[config.mk]
export PLATFORM = sky130hd
export DESIGN_NAME = aus_bank
export DESIGN_NICKNAME = d
export VERILOG_FILES = /design/src/rtl/aus_pkg.sv /design/src/rtl/aus_src_if.sv /design/src/rtl/aus_bank.sv /design/src/rtl/aus_src_check.sv
export SDC_FILE = /design/constraint.sdc
export NUM_CORES = 1
export LEC_CHECK = 0
export ABC_CLOCK_PERIOD_IN_PS = 3500
export BUFFER_PORTS_ARGS = -buffer_cell sky130_fd_sc_hd__buf_4
export CAP_MARGIN = 20
export CORE_ASPECT_RATIO = 0.75
export CORE_MARGIN = 5
export CORE_UTILIZATION = 45
export DETAILED_ROUTE_END_ITERATION = 8
export HOLD_SLACK_MARGIN = 0.03
export MAX_ROUTING_LAYER = met4
export PLACE_DENSITY = 0.71
export SLEW_MARGIN = 25
export SYNTH_ARGS = -nofsm -noshare
export SYNTH_HDL_FRONTEND = slang
export SYNTH_SLANG_ARGS = --single-unit
[constraint.sdc]
create_clock -name pclk -period 3.5 [get_ports pclk]
set_input_delay 0.525 -clock pclk [delete_from_list [all_inputs] [get_ports pclk]]
set_output_delay 0.525 -clock pclk [all_outputs]
set_load 0.03 [all_outputs]
[src/rtl/aus_pkg.sv]
/*
  Package for the axis unit and trigger configuration bank: register
  offsets, field positions, reset values, codes and status bit layout.
  Assumes an APB slave with 32-bit data and word-aligned registers.
*/
package aus_pkg;

  // ---------------------------------------------------------------
  // register offsets (byte addresses)
  // ---------------------------------------------------------------
  localparam logic [7:0] AUS_OFF_UNITS   = 8'h00;
  localparam logic [7:0] AUS_OFF_TRIG    = 8'h04;
  localparam logic [7:0] AUS_OFF_APPLIED = 8'h08;
  localparam logic [7:0] AUS_OFF_STATUS  = 8'h0C;
  localparam logic [7:0] AUS_OFF_MASK    = 8'h10;
  localparam logic [7:0] AUS_OFF_LATCHED = 8'h14;

  // ---------------------------------------------------------------
  // reset values
  // ---------------------------------------------------------------
  localparam logic [15:0] AUS_UNITS_RST = 16'h0011;
  localparam logic [15:0] AUS_TRIG_RST  = 16'h0033;
  localparam logic [3:0]  AUS_FILT_RST  = 4'h0;
  localparam logic [3:0]  AUS_SRC_RST   = 4'h3;

  // ---------------------------------------------------------------
  // field positions, all fields four bits wide
  // ---------------------------------------------------------------
  localparam int AUS_FW        = 4;
  localparam int AUS_SPEED_LSB = 0;
  localparam int AUS_ACC_LSB   = 4;
  localparam int AUS_FILT_LSB  = 8;
  localparam int AUS_TORQ_LSB  = 12;
  localparam int AUS_LAT_LSB   = 0;
  localparam int AUS_POS_LSB   = 4;

  // ---------------------------------------------------------------
  // codes
  // ---------------------------------------------------------------
  localparam logic [3:0] AUS_SPD_REF_PER_S   = 4'h0;
  localparam logic [3:0] AUS_SPD_POW10_MIN   = 4'h1;
  localparam logic [3:0] AUS_SPD_PCT_HUND    = 4'h2;
  localparam logic [3:0] AUS_SPD_PCT_TTHOU   = 4'h3;
  localparam logic [3:0] AUS_ACC_RATE        = 4'h0;
  localparam logic [3:0] AUS_ACC_TIME_MS     = 4'h1;
  localparam logic [3:0] AUS_FILT_NONE       = 4'h0;
  localparam logic [3:0] AUS_FILT_EXP        = 4'h1;
  localparam logic [3:0] AUS_FILT_AVG        = 4'h2;
  localparam logic [3:0] AUS_TRQ_PCT_HUND    = 4'h0;
  localparam logic [3:0] AUS_TRQ_PCT_TTHOU   = 4'h1;
  localparam logic [3:0] AUS_SRC_PHASE_C     = 4'h2;
  localparam logic [3:0] AUS_SRC_EXT_ONE     = 4'h3;
  localparam logic [3:0] AUS_SRC_EXT_TWO     = 4'h4;
  localparam logic [3:0] AUS_SRC_EXT_THREE   = 4'h5;

  // ---------------------------------------------------------------
  // status / mask bit positions
  // ---------------------------------------------------------------
  localparam int AUS_ST_W       = 4;
  localparam int AUS_ST_LAT_ERR = 0;
  localparam int AUS_ST_POS_ERR = 1;
  localparam int AUS_ST_FILT    = 2;
  localparam int AUS_ST_LATCH   = 3;

  // decoded unit selections handed to the command side
  typedef enum logic [1:0] {
    AUS_UNIT_A = 2'h0,
    AUS_UNIT_B = 2'h1,
    AUS_UNIT_C = 2'h2,
    AUS_UNIT_D = 2'h3
  } aus_unit_type;

endpackage : aus_pkg

[src/rtl/aus_src_if.sv]
/*
  Interface carrying a trigger source code to the checker and its
  verdict back. Assumes both ends sit in the pclk domain.
*/
`timescale 1ns/100ps
interface aus_src_if;
  logic [3:0] code;
  logic [3:0] support;   // drives' supported-source flags
  logic       valid;     // code assigned and supported
  logic [3:0] onehot;    // phase c, ext one, ext two, ext three

  modport owner (output code, output support, input valid, input onehot);
  modport check (input code, input support, output valid, output onehot);
endinterface : aus_src_if

[src/rtl/aus_bank.sv]
/*
  Axis unit, filter and trigger source configuration bank with an APB
  slave, command-driven application of the filter type and the latch
  source, and a masked interrupt for setting errors and events.
  Assumes pclk at 100 MHz, presetn asynchronous active low, commands
  from the motion sequencer as one-cycle pulses synchronous to pclk.
*/
`timescale 1ns/100ps

module aus_bank #(
  parameter logic [3:0] SUPPORT_MASK = 4'hF  // sources the drive offers
) (
  input  wire logic         pclk,
  input  wire logic         presetn,
  input  wire logic         psel,
  input  wire logic         penable,
  input  wire logic         pwrite,
  input  wire logic [7:0]   paddr,
  input  wire logic [31:0]  pwdata,
  input  wire logic [3:0]   pstrb,
  output logic              pready,
  output logic [31:0]       prdata,
  output logic              pslverr,
  input  wire logic         change_filter_type_command,
  input  wire logic         latch_command,
  input  wire logic         latch_done,
  input  wire logic         ext_pos_command,
  output logic [3:0]        applied_filter,
  output logic [3:0]        latch_select,
  output logic [3:0]        ext_pos_select,
  output logic              latch_busy,
  output logic [1:0]        speed_unit,
  output logic              accel_is_time,
  output logic              torque_fine,
  output logic              setting_error,
  output logic              irq
);

  // ---------------------------------------------------------------
  // state
  // ---------------------------------------------------------------
  logic [15:0]                 units_q;
  logic [15:0]                 trig_q;
  logic [3:0]                  filt_q;
  logic [3:0]                  lat_sel_q;
  logic [3:0]                  pos_sel_q;
  logic                        busy_q;
  logic [aus_pkg::AUS_ST_W-1:0] status_q;
  logic [aus_pkg::AUS_ST_W-1:0] mask_q;
  logic [aus_pkg::AUS_ST_W-1:0] events;
  logic [aus_pkg::AUS_ST_W-1:0] status_d;
  logic [aus_pkg::AUS_ST_W-1:0] mask_d;
  logic                        irq_q;
  logic                        err_q;
  logic [31:0]                 rdata_d;
  logic                        hit;
  logic                        wr_acc;
  logic                        rd_acc;
  logic                        rd_status;
  logic                        setup_seen;

  // one-hot phases of the bus slave
  typedef enum logic [1:0] {
    AUS_BUS_IDLE = 2'b01,
    AUS_BUS_ACK  = 2'b10
  } aus_bus_type;
  aus_bus_type bus_q;

  aus_src_if lat_if ();
  aus_src_if pos_if ();

  // ---------------------------------------------------------------
  // helpers
  // ---------------------------------------------------------------
  // byte-enable merge of a 16-bit word, used by both setting words
  function automatic logic [15:0] merge16(input logic [15:0] old,
                                          input logic [31:0] wd,
                                          input logic [3:0]  st);
    logic [15:0] r;
    r = old;
    if (st[0]) r[7:0]  = wd[7:0];
    if (st[1]) r[15:8] = wd[15:8];
    return r;
  endfunction

  // extract a 4-bit field of a word
  function automatic logic [3:0] field(input logic [15:0] w,
                                       input int          lsb);
    return w[lsb +: aus_pkg::AUS_FW];
  endfunction

  // ---------------------------------------------------------------
  // source checkers on the written codes
  // ---------------------------------------------------------------
  assign lat_if.code    = field(trig_q, aus_pkg::AUS_LAT_LSB);
  assign lat_if.support = SUPPORT_MASK;
  assign pos_if.code    = field(trig_q, aus_pkg::AUS_POS_LSB);
  assign pos_if.support = SUPPORT_MASK;

  aus_src_check u_lat_chk (.sif(lat_if.check));
  aus_src_check u_pos_chk (.sif(pos_if.check));

  // ---------------------------------------------------------------
  // apb decode
  // ---------------------------------------------------------------
  // no wait state: the answer comes in the first access cycle
  assign wr_acc = (bus_q == AUS_BUS_ACK) && psel && penable && pwrite;
  assign rd_acc = (bus_q == AUS_BUS_ACK) && psel && penable && !pwrite;
  assign rd_status = rd_acc && (paddr == aus_pkg::AUS_OFF_STATUS);
  // setup seen while idle; the answer follows in the next cycle
  assign setup_seen = (bus_q == AUS_BUS_IDLE) && psel && !penable;

  always_comb begin
    hit = 1'b1;
    case (paddr)
      aus_pkg::AUS_OFF_UNITS,
      aus_pkg::AUS_OFF_TRIG,
      aus_pkg::AUS_OFF_APPLIED,
      aus_pkg::AUS_OFF_STATUS,
      aus_pkg::AUS_OFF_MASK,
      aus_pkg::AUS_OFF_LATCHED: hit = 1'b1;
      default:                  hit = 1'b0;
    endcase
  end

  // read multiplexer; unused upper bits read as zero
  always_comb begin
    rdata_d = 32'h0000_0000;
    case (paddr)
      aus_pkg::AUS_OFF_UNITS:   rdata_d = {16'h0000, units_q};
      aus_pkg::AUS_OFF_TRIG:    rdata_d = {16'h0000, trig_q};
      aus_pkg::AUS_OFF_APPLIED: rdata_d = {28'h000_0000, filt_q};
      aus_pkg::AUS_OFF_STATUS:  rdata_d = {28'h000_0000, status_q};
      aus_pkg::AUS_OFF_MASK:    rdata_d = {28'h000_0000, mask_q};
      aus_pkg::AUS_OFF_LATCHED: rdata_d = {23'h00_0000, busy_q,
                                           pos_sel_q, lat_sel_q};
      default:                  rdata_d = 32'h0000_0000;
    endcase
  end

  // bus phase: setup seen -> answer next cycle
  always_ff @(posedge pclk or negedge presetn) begin
    if (!presetn) begin
      bus_q <= AUS_BUS_IDLE;
    end else begin
      case (bus_q)
        AUS_BUS_IDLE: if (psel && !penable) bus_q <= AUS_BUS_ACK;
        AUS_BUS_ACK:  bus_q <= AUS_BUS_IDLE;
        default:      bus_q <= AUS_BUS_IDLE;
      endcase
    end
  end

  // bus outputs registered so every port comes from a flip-flop
  always_ff @(posedge pclk or negedge presetn) begin
    if (!presetn) begin
      pready  <= 1'b0;
      pslverr <= 1'b0;
      prdata  <= 32'h0000_0000;
    end else begin
      pready  <= setup_seen;
      pslverr <= setup_seen && !hit;
      if (setup_seen && !pwrite) begin
        prdata <= rdata_d;
      end
    end
  end

  // ---------------------------------------------------------------
  // setting words
  // ---------------------------------------------------------------
  // writes take effect at the edge that samples pready high
  always_ff @(posedge pclk or negedge presetn) begin
    if (!presetn) begin
      units_q <= aus_pkg::AUS_UNITS_RST;
      trig_q  <= aus_pkg::AUS_TRIG_RST;
    end else if (wr_acc && pready) begin
      case (paddr)
        aus_pkg::AUS_OFF_UNITS: units_q <= merge16(units_q, pwdata, pstrb);
        aus_pkg::AUS_OFF_TRIG:  trig_q  <= merge16(trig_q, pwdata, pstrb);
        default: ;
      endcase
    end
  end

  // mask next value, shared with the interrupt so that the line
  // follows a mask write at once instead of a cycle late
  always_comb begin
    mask_d = mask_q;
    if (wr_acc && pready && pstrb[0]
        && (paddr == aus_pkg::AUS_OFF_MASK)) begin
      mask_d = pwdata[aus_pkg::AUS_ST_W-1:0];
    end
  end

  // interrupt mask, cleared at reset so no line rises unasked
  always_ff @(posedge pclk or negedge presetn) begin
    if (!presetn) begin
      mask_q <= '0;
    end else begin
      mask_q <= mask_d;
    end
  end

  // ---------------------------------------------------------------
  // unit selections, live from the written word
  // ---------------------------------------------------------------
  // the command side reads these when it runs a move; the codes are
  // decoded from the word, and unknown codes fall back to the reset default
  always_ff @(posedge pclk or negedge presetn) begin
    if (!presetn) begin
      speed_unit    <= aus_pkg::AUS_SPD_POW10_MIN[1:0];
      accel_is_time <= 1'b1;
      torque_fine   <= 1'b0;
    end else begin
      case (field(units_q, aus_pkg::AUS_SPEED_LSB))
        aus_pkg::AUS_SPD_REF_PER_S: speed_unit <= aus_pkg::AUS_UNIT_A;
        aus_pkg::AUS_SPD_POW10_MIN: speed_unit <= aus_pkg::AUS_UNIT_B;
        aus_pkg::AUS_SPD_PCT_HUND:  speed_unit <= aus_pkg::AUS_UNIT_C;
        aus_pkg::AUS_SPD_PCT_TTHOU: speed_unit <= aus_pkg::AUS_UNIT_D;
        default:                    speed_unit <= aus_pkg::AUS_UNIT_B;
      endcase
      accel_is_time <= field(units_q, aus_pkg::AUS_ACC_LSB)
                       != aus_pkg::AUS_ACC_RATE;
      torque_fine   <= field(units_q, aus_pkg::AUS_TORQ_LSB)
                       == aus_pkg::AUS_TRQ_PCT_TTHOU;
    end
  end

  // ---------------------------------------------------------------
  // applied filter type
  // ---------------------------------------------------------------
  // held until the change command; unknown codes leave it as it was
  always_ff @(posedge pclk or negedge presetn) begin
    if (!presetn) begin
      filt_q <= aus_pkg::AUS_FILT_RST;
    end else if (change_filter_type_command) begin
      case (field(units_q, aus_pkg::AUS_FILT_LSB))
        aus_pkg::AUS_FILT_NONE,
        aus_pkg::AUS_FILT_EXP,
        aus_pkg::AUS_FILT_AVG: filt_q <= field(units_q,
                                               aus_pkg::AUS_FILT_LSB);
        default: ;
      endcase
    end
  end

  // ---------------------------------------------------------------
  // trigger source sampling
  // ---------------------------------------------------------------
  // latch source frozen at command; new commands ignored while busy
  always_ff @(posedge pclk or negedge presetn) begin
    if (!presetn) begin
      lat_sel_q <= aus_pkg::AUS_SRC_RST;
      busy_q    <= 1'b0;
    end else if (latch_command && !busy_q) begin
      lat_sel_q <= lat_if.code;
      busy_q    <= lat_if.valid;
    end else if (latch_done) begin
      busy_q    <= 1'b0;
    end
  end

  // positioning source sampled when that command runs
  always_ff @(posedge pclk or negedge presetn) begin
    if (!presetn) begin
      pos_sel_q <= aus_pkg::AUS_SRC_RST;
    end else if (ext_pos_command) begin
      pos_sel_q <= pos_if.code;
    end
  end

  // ---------------------------------------------------------------
  // warnings and interrupt
  // ---------------------------------------------------------------
  // warning level follows the present codes, so fixing the word clears it
  always_ff @(posedge pclk or negedge presetn) begin
    if (!presetn) begin
      err_q <= 1'b0;
    end else begin
      err_q <= !lat_if.valid || !pos_if.valid;
    end
  end

  // events: bad source used by a command, filter command given, latch armed
  always_comb begin
    events = '0;
    events[aus_pkg::AUS_ST_LAT_ERR] = latch_command && !busy_q
                                      && !lat_if.valid;
    events[aus_pkg::AUS_ST_POS_ERR] = ext_pos_command
                                      && !pos_if.valid;
    events[aus_pkg::AUS_ST_FILT]    = change_filter_type_command;
    events[aus_pkg::AUS_ST_LATCH]   = latch_command && !busy_q
                                      && lat_if.valid;
  end

  // sticky status cleared by reading it; a new event wins the clear
  always_comb begin
    status_d = status_q | events;
    if (rd_status && pready) begin
      status_d = events;
    end
  end

  // status register; bits stay until software reads them
  always_ff @(posedge pclk or negedge presetn) begin
    if (!presetn) begin
      status_q <= '0;
    end else begin
      status_q <= status_d;
    end
  end

  // level line from next status and mask, so it drops with the read
  always_ff @(posedge pclk or negedge presetn) begin
    if (!presetn) begin
      irq_q <= 1'b0;
    end else begin
      irq_q <= |(status_d & mask_d);
    end
  end

  // ---------------------------------------------------------------
  // outputs
  // ---------------------------------------------------------------
  assign applied_filter = filt_q;
  assign latch_select   = lat_sel_q;
  assign ext_pos_select = pos_sel_q;
  assign latch_busy     = busy_q;
  assign setting_error  = err_q;
  assign irq            = irq_q;

endmodule // aus_bank

[src/rtl/aus_src_check.sv]
/*
  Trigger source checker: decodes a source code to a one-hot select and
  judges whether it is assigned and supported by the attached drive.
  Assumes a purely combinational use inside the pclk domain.
*/
`timescale 1ns/100ps
module aus_src_check (
  aus_src_if.check sif
);

  // ---------------------------------------------------------------
  // decode and validity
  // ---------------------------------------------------------------
  // codes 0, 1 and above 5 are unassigned, hence invalid
  always_comb begin
    sif.onehot = 4'h0;
    case (sif.code)
      aus_pkg::AUS_SRC_PHASE_C:   sif.onehot = 4'h1;
      aus_pkg::AUS_SRC_EXT_ONE:   sif.onehot = 4'h2;
      aus_pkg::AUS_SRC_EXT_TWO:   sif.onehot = 4'h4;
      aus_pkg::AUS_SRC_EXT_THREE: sif.onehot = 4'h8;
      default:                    sif.onehot = 4'h0;
    endcase
  end

  // valid only if the drive offers the chosen input
  assign sif.valid = |(sif.onehot & sif.support);

endmodule // aus_src_check

# Yosys cells after proc, flatten, opt, wreduce, memory -nomap -nowiden

Cells that the tools add are included.

Equal/unequal tests: 21
Mux-type cells: 11
Bitwise gates (word level): 2
Reductions and logical operators: 40

Operators with widths:

| kind                                                | count |
|---|---|
| one-hot mux 16 bit (6 select lines)                 | 1 |
| one-hot mux 4 bit (4 select lines)                  | 2 |
| equality test 4 x 2 -> 1 bit, second input constant | 7 |
| logical AND 1 bit                                   | 18 |
| equality test 4 x 3 -> 1 bit, second input constant | 4 |
| equality test 8 x 4 -> 1 bit, second input constant | 2 |
| equality test 8 x 5 -> 1 bit, second input constant | 2 |
| AND reduction 3 bit                                 | 4 |
| OR reduction 4 bit                                  | 3 |
| equality test 4 x 1 -> 1 bit, second input constant | 2 |
| equality test 8 x 3 -> 1 bit, second input constant | 1 |
| zero test 4 bit                                     | 2 |
| zero test 8 bit                                     | 1 |
| 2-to-1 mux 4 bit                                    | 2 |
| zero test 1 bit                                     | 6 |
| one-hot mux 2 bit (3 select lines)                  | 1 |
| OR reduction 6 bit                                  | 1 |
| bitwise AND 4 bit                                   | 1 |
| 2-to-1 mux 2 bit                                    | 2 |
| bitwise OR 4 bit                                    | 1 |
| nonzero test 4 bit                                  | 1 |
| 2-to-1 mux 1 bit                                    | 3 |
| OR reduction 3 bit                                  | 1 |
| equality test 2 x 1 -> 1 bit, second input constant | 1 |
| other kinds (5)                                     | 5 |

Register bits after elaboration: 95
Input port bits: 53
Output and inout bits: 53
Logic and storage cells: 93

# Longest topological paths before layout

Depth after elaboration: 10
Gate-level depth with buffers: 7
Depth with buffers taken out: 5

# Modules after synthesis

A second synthesis with hierarchy kept.

Cells, all modules: 299
Area, all modules: 3,711.1 um^2

By module, submodules not included:

| module        | instances | cells each | area each (um^2) | sequential area each (um^2) |
|---|---|---|---|---|
| aus_bank      | 1         | 279        | 3,578.4          | 1,993.2 |
| aus_src_check | 2         | 10         | 66.3             | 0.0 |

# Worst setup path after synthesis

Ideal clock, no wire load.

Kind: input port to flip-flop
Start: in paddr[5]
End: reg irq_q (netlist: irq)
Library setup time: 0.139 ns
Data arrival time: 2.400 ns
Required time: 3.361 ns
Setup slack: 0.961 ns
Cell stages on the path: 6
Path buffers: 1
Cells stage by stage: or4_4 -> buf_6 -> or4_4 -> o21ai_1 -> a21boi_1 -> or4b_1

Cells in the longest elaborated chain, start to end: 6
Elaborated cells on any way between the ends: 9
Classes of those cells: eq/ne (2); mux (2); bitwise (1); reduce/logical (4)

RTL lines:

| item                         | line            | source |
|---|---|---|
| start, declared              | aus_bank.sv:18  | `input wire logic [7:0] paddr,` |
| equality test 8 x 4 -> 1 bit | aus_bank.sv:109 | `assign rd_status = rd_acc && (paddr == aus_pkg::AUS_OFF_STATUS);` |
| logical AND 1 bit            | aus_bank.sv:109 |  |
| logical AND 1 bit            | aus_bank.sv:300 | `if (rd_status && pready) begin` |
| 2-to-1 mux 4 bit             | aus_bank.sv:300 |  |
| bitwise AND 4 bit (*)        | aus_bank.sv:319 | `irq_q <= \|(status_d & mask_d);` |
| OR reduction 4 bit (*)       | aus_bank.sv:319 |  |
| end signal, assigned         | aus_bank.sv:319 |  |
| end, declared                | aus_bank.sv:53  | `logic irq_q;` |

Mark *: on every way between the ends. The rest lies on a longest branch, timed or not.
A chain may end at the register's enable or synchronous reset.

# Final worst setup path

Ends and elaborated chain as after synthesis.

==> impl_results.md <==
- CP Capture Point: irq
- Main synth FF type: dfrtp_1
- Largest net degree at the start of global routing: 80
- Fraction of final layout cells with drive strength greater than 1: around 36%
- Number of buffers inserted by port buffering: 71
- Die Width: 113 um
- Area leader, netlist: dfrtp_1
- Critical Path Source: paddr[5]
- Cts-stage hold buffer count: 0
- Post-CTS Setup Bufs: 0
- Syn-to-layout area delta: 22.3%
- Tightest Pin Transition: approximately 0.75 ns
- Crit Path Category: in -> reg
- Average wire per cell in the routed design: between 15 and 20 um
- Most frequent cell on the critical path: or4_4
- DRT iter0 DRCs: 200
- Capture point of the worst reg-to-reg path: irq
- Largest voltage drop on the vdd net: approximately 0.22 mV
- Placement row count: 28
- Final period util: around 68%
- Power density over the cells: approximately 430 nW/um^2
- Internal Pwr Total: 1.37 mW
- Yosys Warn Count: 0
- Clock-pin slew on the worst setup and hold paths: approximately 0.090 ns
- Number of clock buffers inserted by TritonCTS: 9
- Cell count of the worst reg-to-reg path: 5
- Worst path arrival time: about 2.6 ns
- Number of vias per cell: 5.35
- Worst min path class: in -> async
- Min cycle time layout: between 2 and 2.5 ns
- Final non-filler cell total: 471
- Max_slew headroom: 49.8%
- Proportion of power drawn by combinational gates: between 10 and 15%
- Via count: around 2500
- Global-route wire length before repair: between 10 and 15 mm
- Part of the power in the clock network: between 30% and 40%
- Half-perimeter wire length after placement: ~6.1 mm
- Sequential share of the synthesized area: approximately 56%
- Status: finished clean
- Number of pins with negative max-slew slack in the final report: 0
- Count of antenna-violating nets left after detailed routing: 0
- Delay of the slowest cell on the worst path: 0.61 ns
- CTS H-Tree Depth: 3
- Cell breakdown of the critical path: buf_4 -> or4_4 -> or4_4 -> o21ai_1 -> a21boi_1 -> or4b_1
- Worst-path fanout max: 7
- Post-synth top area share: 46.6%
- Drt pass-1 iters: 5
- # resized after CTS: 0
- Clock tree from TritonCTS: yes
- Setup repair after global routing missed its margin: false
- Share of total power in sequential cells: about half
- Overflow after GRT: 0
- Sinks on Clock Net: just under 80
- Final setup violation count: 0
- Startpoint of the worst register-to-register path: bus_q[0]
- Ys async rst share: 100%
- Number of buffers on the longest clock path: 2
- Vias in the first global route: between 2000 and 3000
- Peak Freq: about 420 MHz
- Nets@finish: about 410
- Area of the multi-input gates: ~1400 um^2
- Max-capacitance violation count: 0
- Sw power: approximately 510 uW
- Die Ht: roughly 87 um
- Final wirelength: roughly 8.2 mm
- Setup_tns: 0 ns
- Fillcell total: 711
- Post-Synthesis Mean Instance Area: roughly 12 um^2
- Smallest hold slack: 0.180 ns
- Library cells used by synthesis: 49
- Clock tree skew after final layout: roughly 0.0091 ns
- Final design utilization: between 50% and 60%
- Total global routing track utilization: around 18%
- Type of element capturing the critical path: flip-flop
- Register bit count reported by yosys: approximately 80
- Slowest cell on crit path: or4_4
- Sequential cell area: 1990 um^2
- Leakage power total: approximately 2.2 nW
- Buffer cell driving the clock tree root: clkbuf_8
- Required arrival time at the worst endpoint: 3.73 ns
- Number of instances in the synthesized netlist: approximately 290
- Element type at the critical path start: input pin
- Cell depth of the worst setup path: 6
- Die area: slightly below 10000 um^2
- Buffers and inverters on the worst path: 1
- Initial antenna violation count: 0
- Power after layout: ~1.9 mW
- Insertion delay of the later-clocked pin in the worst-skew pair: 0.36 ns
- Switching share of power: 27.1%
- Starting density of the core: between 40% and 50%
- Final Hold Viols: 0
- Diode count: 0
- Register-to-Register Setup Slack: 1.38 ns
- Family of cells with the greatest summed delay on the critical path: simple AND/OR/NAND/NOR gates
- Area of the placeable core: between 7000 and 8000 um^2
- Number of instances in the placed design: roughly 460
- Number of DRC violations after detailed routing: 0
- RD Place Congestion: 0.838
- Post-Synthesis Cell Area: around 3500 um^2
- Synth top area cells: dfrtp_1 (47%), dfstp_2 (9.6%), mux2_1 (9.5%), mux2_2 (5.7%), buf_4 (3.4%)
- Count of flip-flops with a built-in enable after synthesis: 0
- IO Pins: 106
[metal layers]
layer | vias to the layer above | share of wire, % | global-route usage [%]
li1 | 1163 | - | -
met1 | 1245 | 46 | 25.5
met2 | 94 | 45 | 24.8
met3 | 16 | 8.1 | 5.28
met4 | 0 | 1.3 | 5.90
met5 | - | 0 | -
[power by group through the flow]
| stage | Combinational, mW | Clock [mW] | Sequential (mW) |
|---|---|---|---|
| 2_1_floorplan | 0.0851 | 0 | 1.01 |
| 3_3_place_gp | 0.210 | 0 | 0.966 |
| 3_5_place_dp | 0.212 | 0 | 0.967 |
| 4_1_cts | 0.212 | 0.742 | 0.949 |
| 5_1_grt | 0.230 | 0.768 | 0.953 |
| 6_report | 0.210 | 0.720 | 0.949 |
[how the worst min path moves through the flow]
stage / endpoint / slack [ns] / depth (start not counted)
2_1_floorplan: applied_filter[0] / 0.23 / 0
3_3_place_gp: torque_fine / 0.46 / 1
3_5_place_dp: torque_fine / 0.46 / 1
4_1_cts: latch_busy / 0.33 / 2
5_1_grt: ext_pos_select[2] / 0.25 / 1
6_report: ext_pos_select[2] / 0.18 / 1
[logic make-up after synthesis]
group	count (synthesis)	synth area share (%)
buffers and inverters	30	5.08
DFF	79	56.2
and+or+nand+nor	78	13.2
AOI/OAI and AO/OA	50	9.67
muxes	48	15.2
other	1	0.106
xor gates and xnor gates	2	0.494
[final cells by class]
| class | instances | area share, % |
|---|---|---|
| Timing Repair Buffer | 74 | 12.9 |
| Clock inverter | 6 | 1.73 |
| Multi-Input combinational cell | 194 | 32.9 |
| Inverter | 3 | 0.260 |
| Tap cell | 105 | 3.03 |
| Clock buffer | 10 | 3.17 |
| Sequential cell | 79 | 46.0 |
[cells in the mapped netlist (2+ instances only)]
| library cell | instances |
|---|---|
| clkbuf_1 | 10 |
| mux2_1 | 30 |
| nand2b_1 | 3 |
| a21oi_1 | 8 |
| o21ai_0 | 4 |
| mux2_2 | 18 |
| a221oi_1 | 9 |
| a22oi_1 | 9 |
| or4_4 | 2 |
| nand3_1 | 2 |
| nor4b_1 | 2 |
| and3_1 | 2 |
| a21boi_1 | 3 |
| a222oi_1 | 3 |
| a22o_1 | 2 |
| nor2b_1 | 5 |
| dfstp_2 | 13 |
| dfrtp_1 | 66 |
| nand2_1 | 17 |
| inv_1 | 3 |
| o21ai_1 | 10 |
| buf_4 | 16 |
| nor2_1 | 24 |
| and4_1 | 2 |
[placed cells by master, fill, tap and decap left out, types with 2 or more instances in the layout]
cell	n
dfrtp_1	66
nand2b_1	3
mux2_1	30
and4_1	2
inv_6	2
a21boi_1	3
buf_4	73
nor4b_1	2
nor2_1	24
o21ai_0	4
mux2_2	18
inv_1	3
conb_1	16
a221oi_1	9
a222oi_1	3
or4_4	2
a22oi_1	9
nand2_1	17
clkbuf_8	10
a21oi_1	8
nand3_1	2
a22o_1	2
dfstp_2	13
nor2b_1	5
o21ai_1	10
and3_1	2
[per-stage QoR]
stage               instance area [um^2]  setup WS [ns]
finish                              4340           1.12
global route                        4340           1.06
CTS                                 4330           1.12
detailed placement                  4120          0.720
global placement                    4120          0.755
floorplan                           3600          0.961
[registers in the layout, indices dropped and copies added, names as in the netlist]
signal and cells:
prdata 16, trig_q 16, units_q 16, applied_filter 4
ext_pos_select 4, latch_select 4, mask_q 4, status_q 4
bus_q 2, speed_unit 2, accel_is_time 1, irq 1
latch_busy 1, pready 1, pslverr 1, setting_error 1
torque_fine 1
No activity file was read; power rests on OpenSTA's default activity.
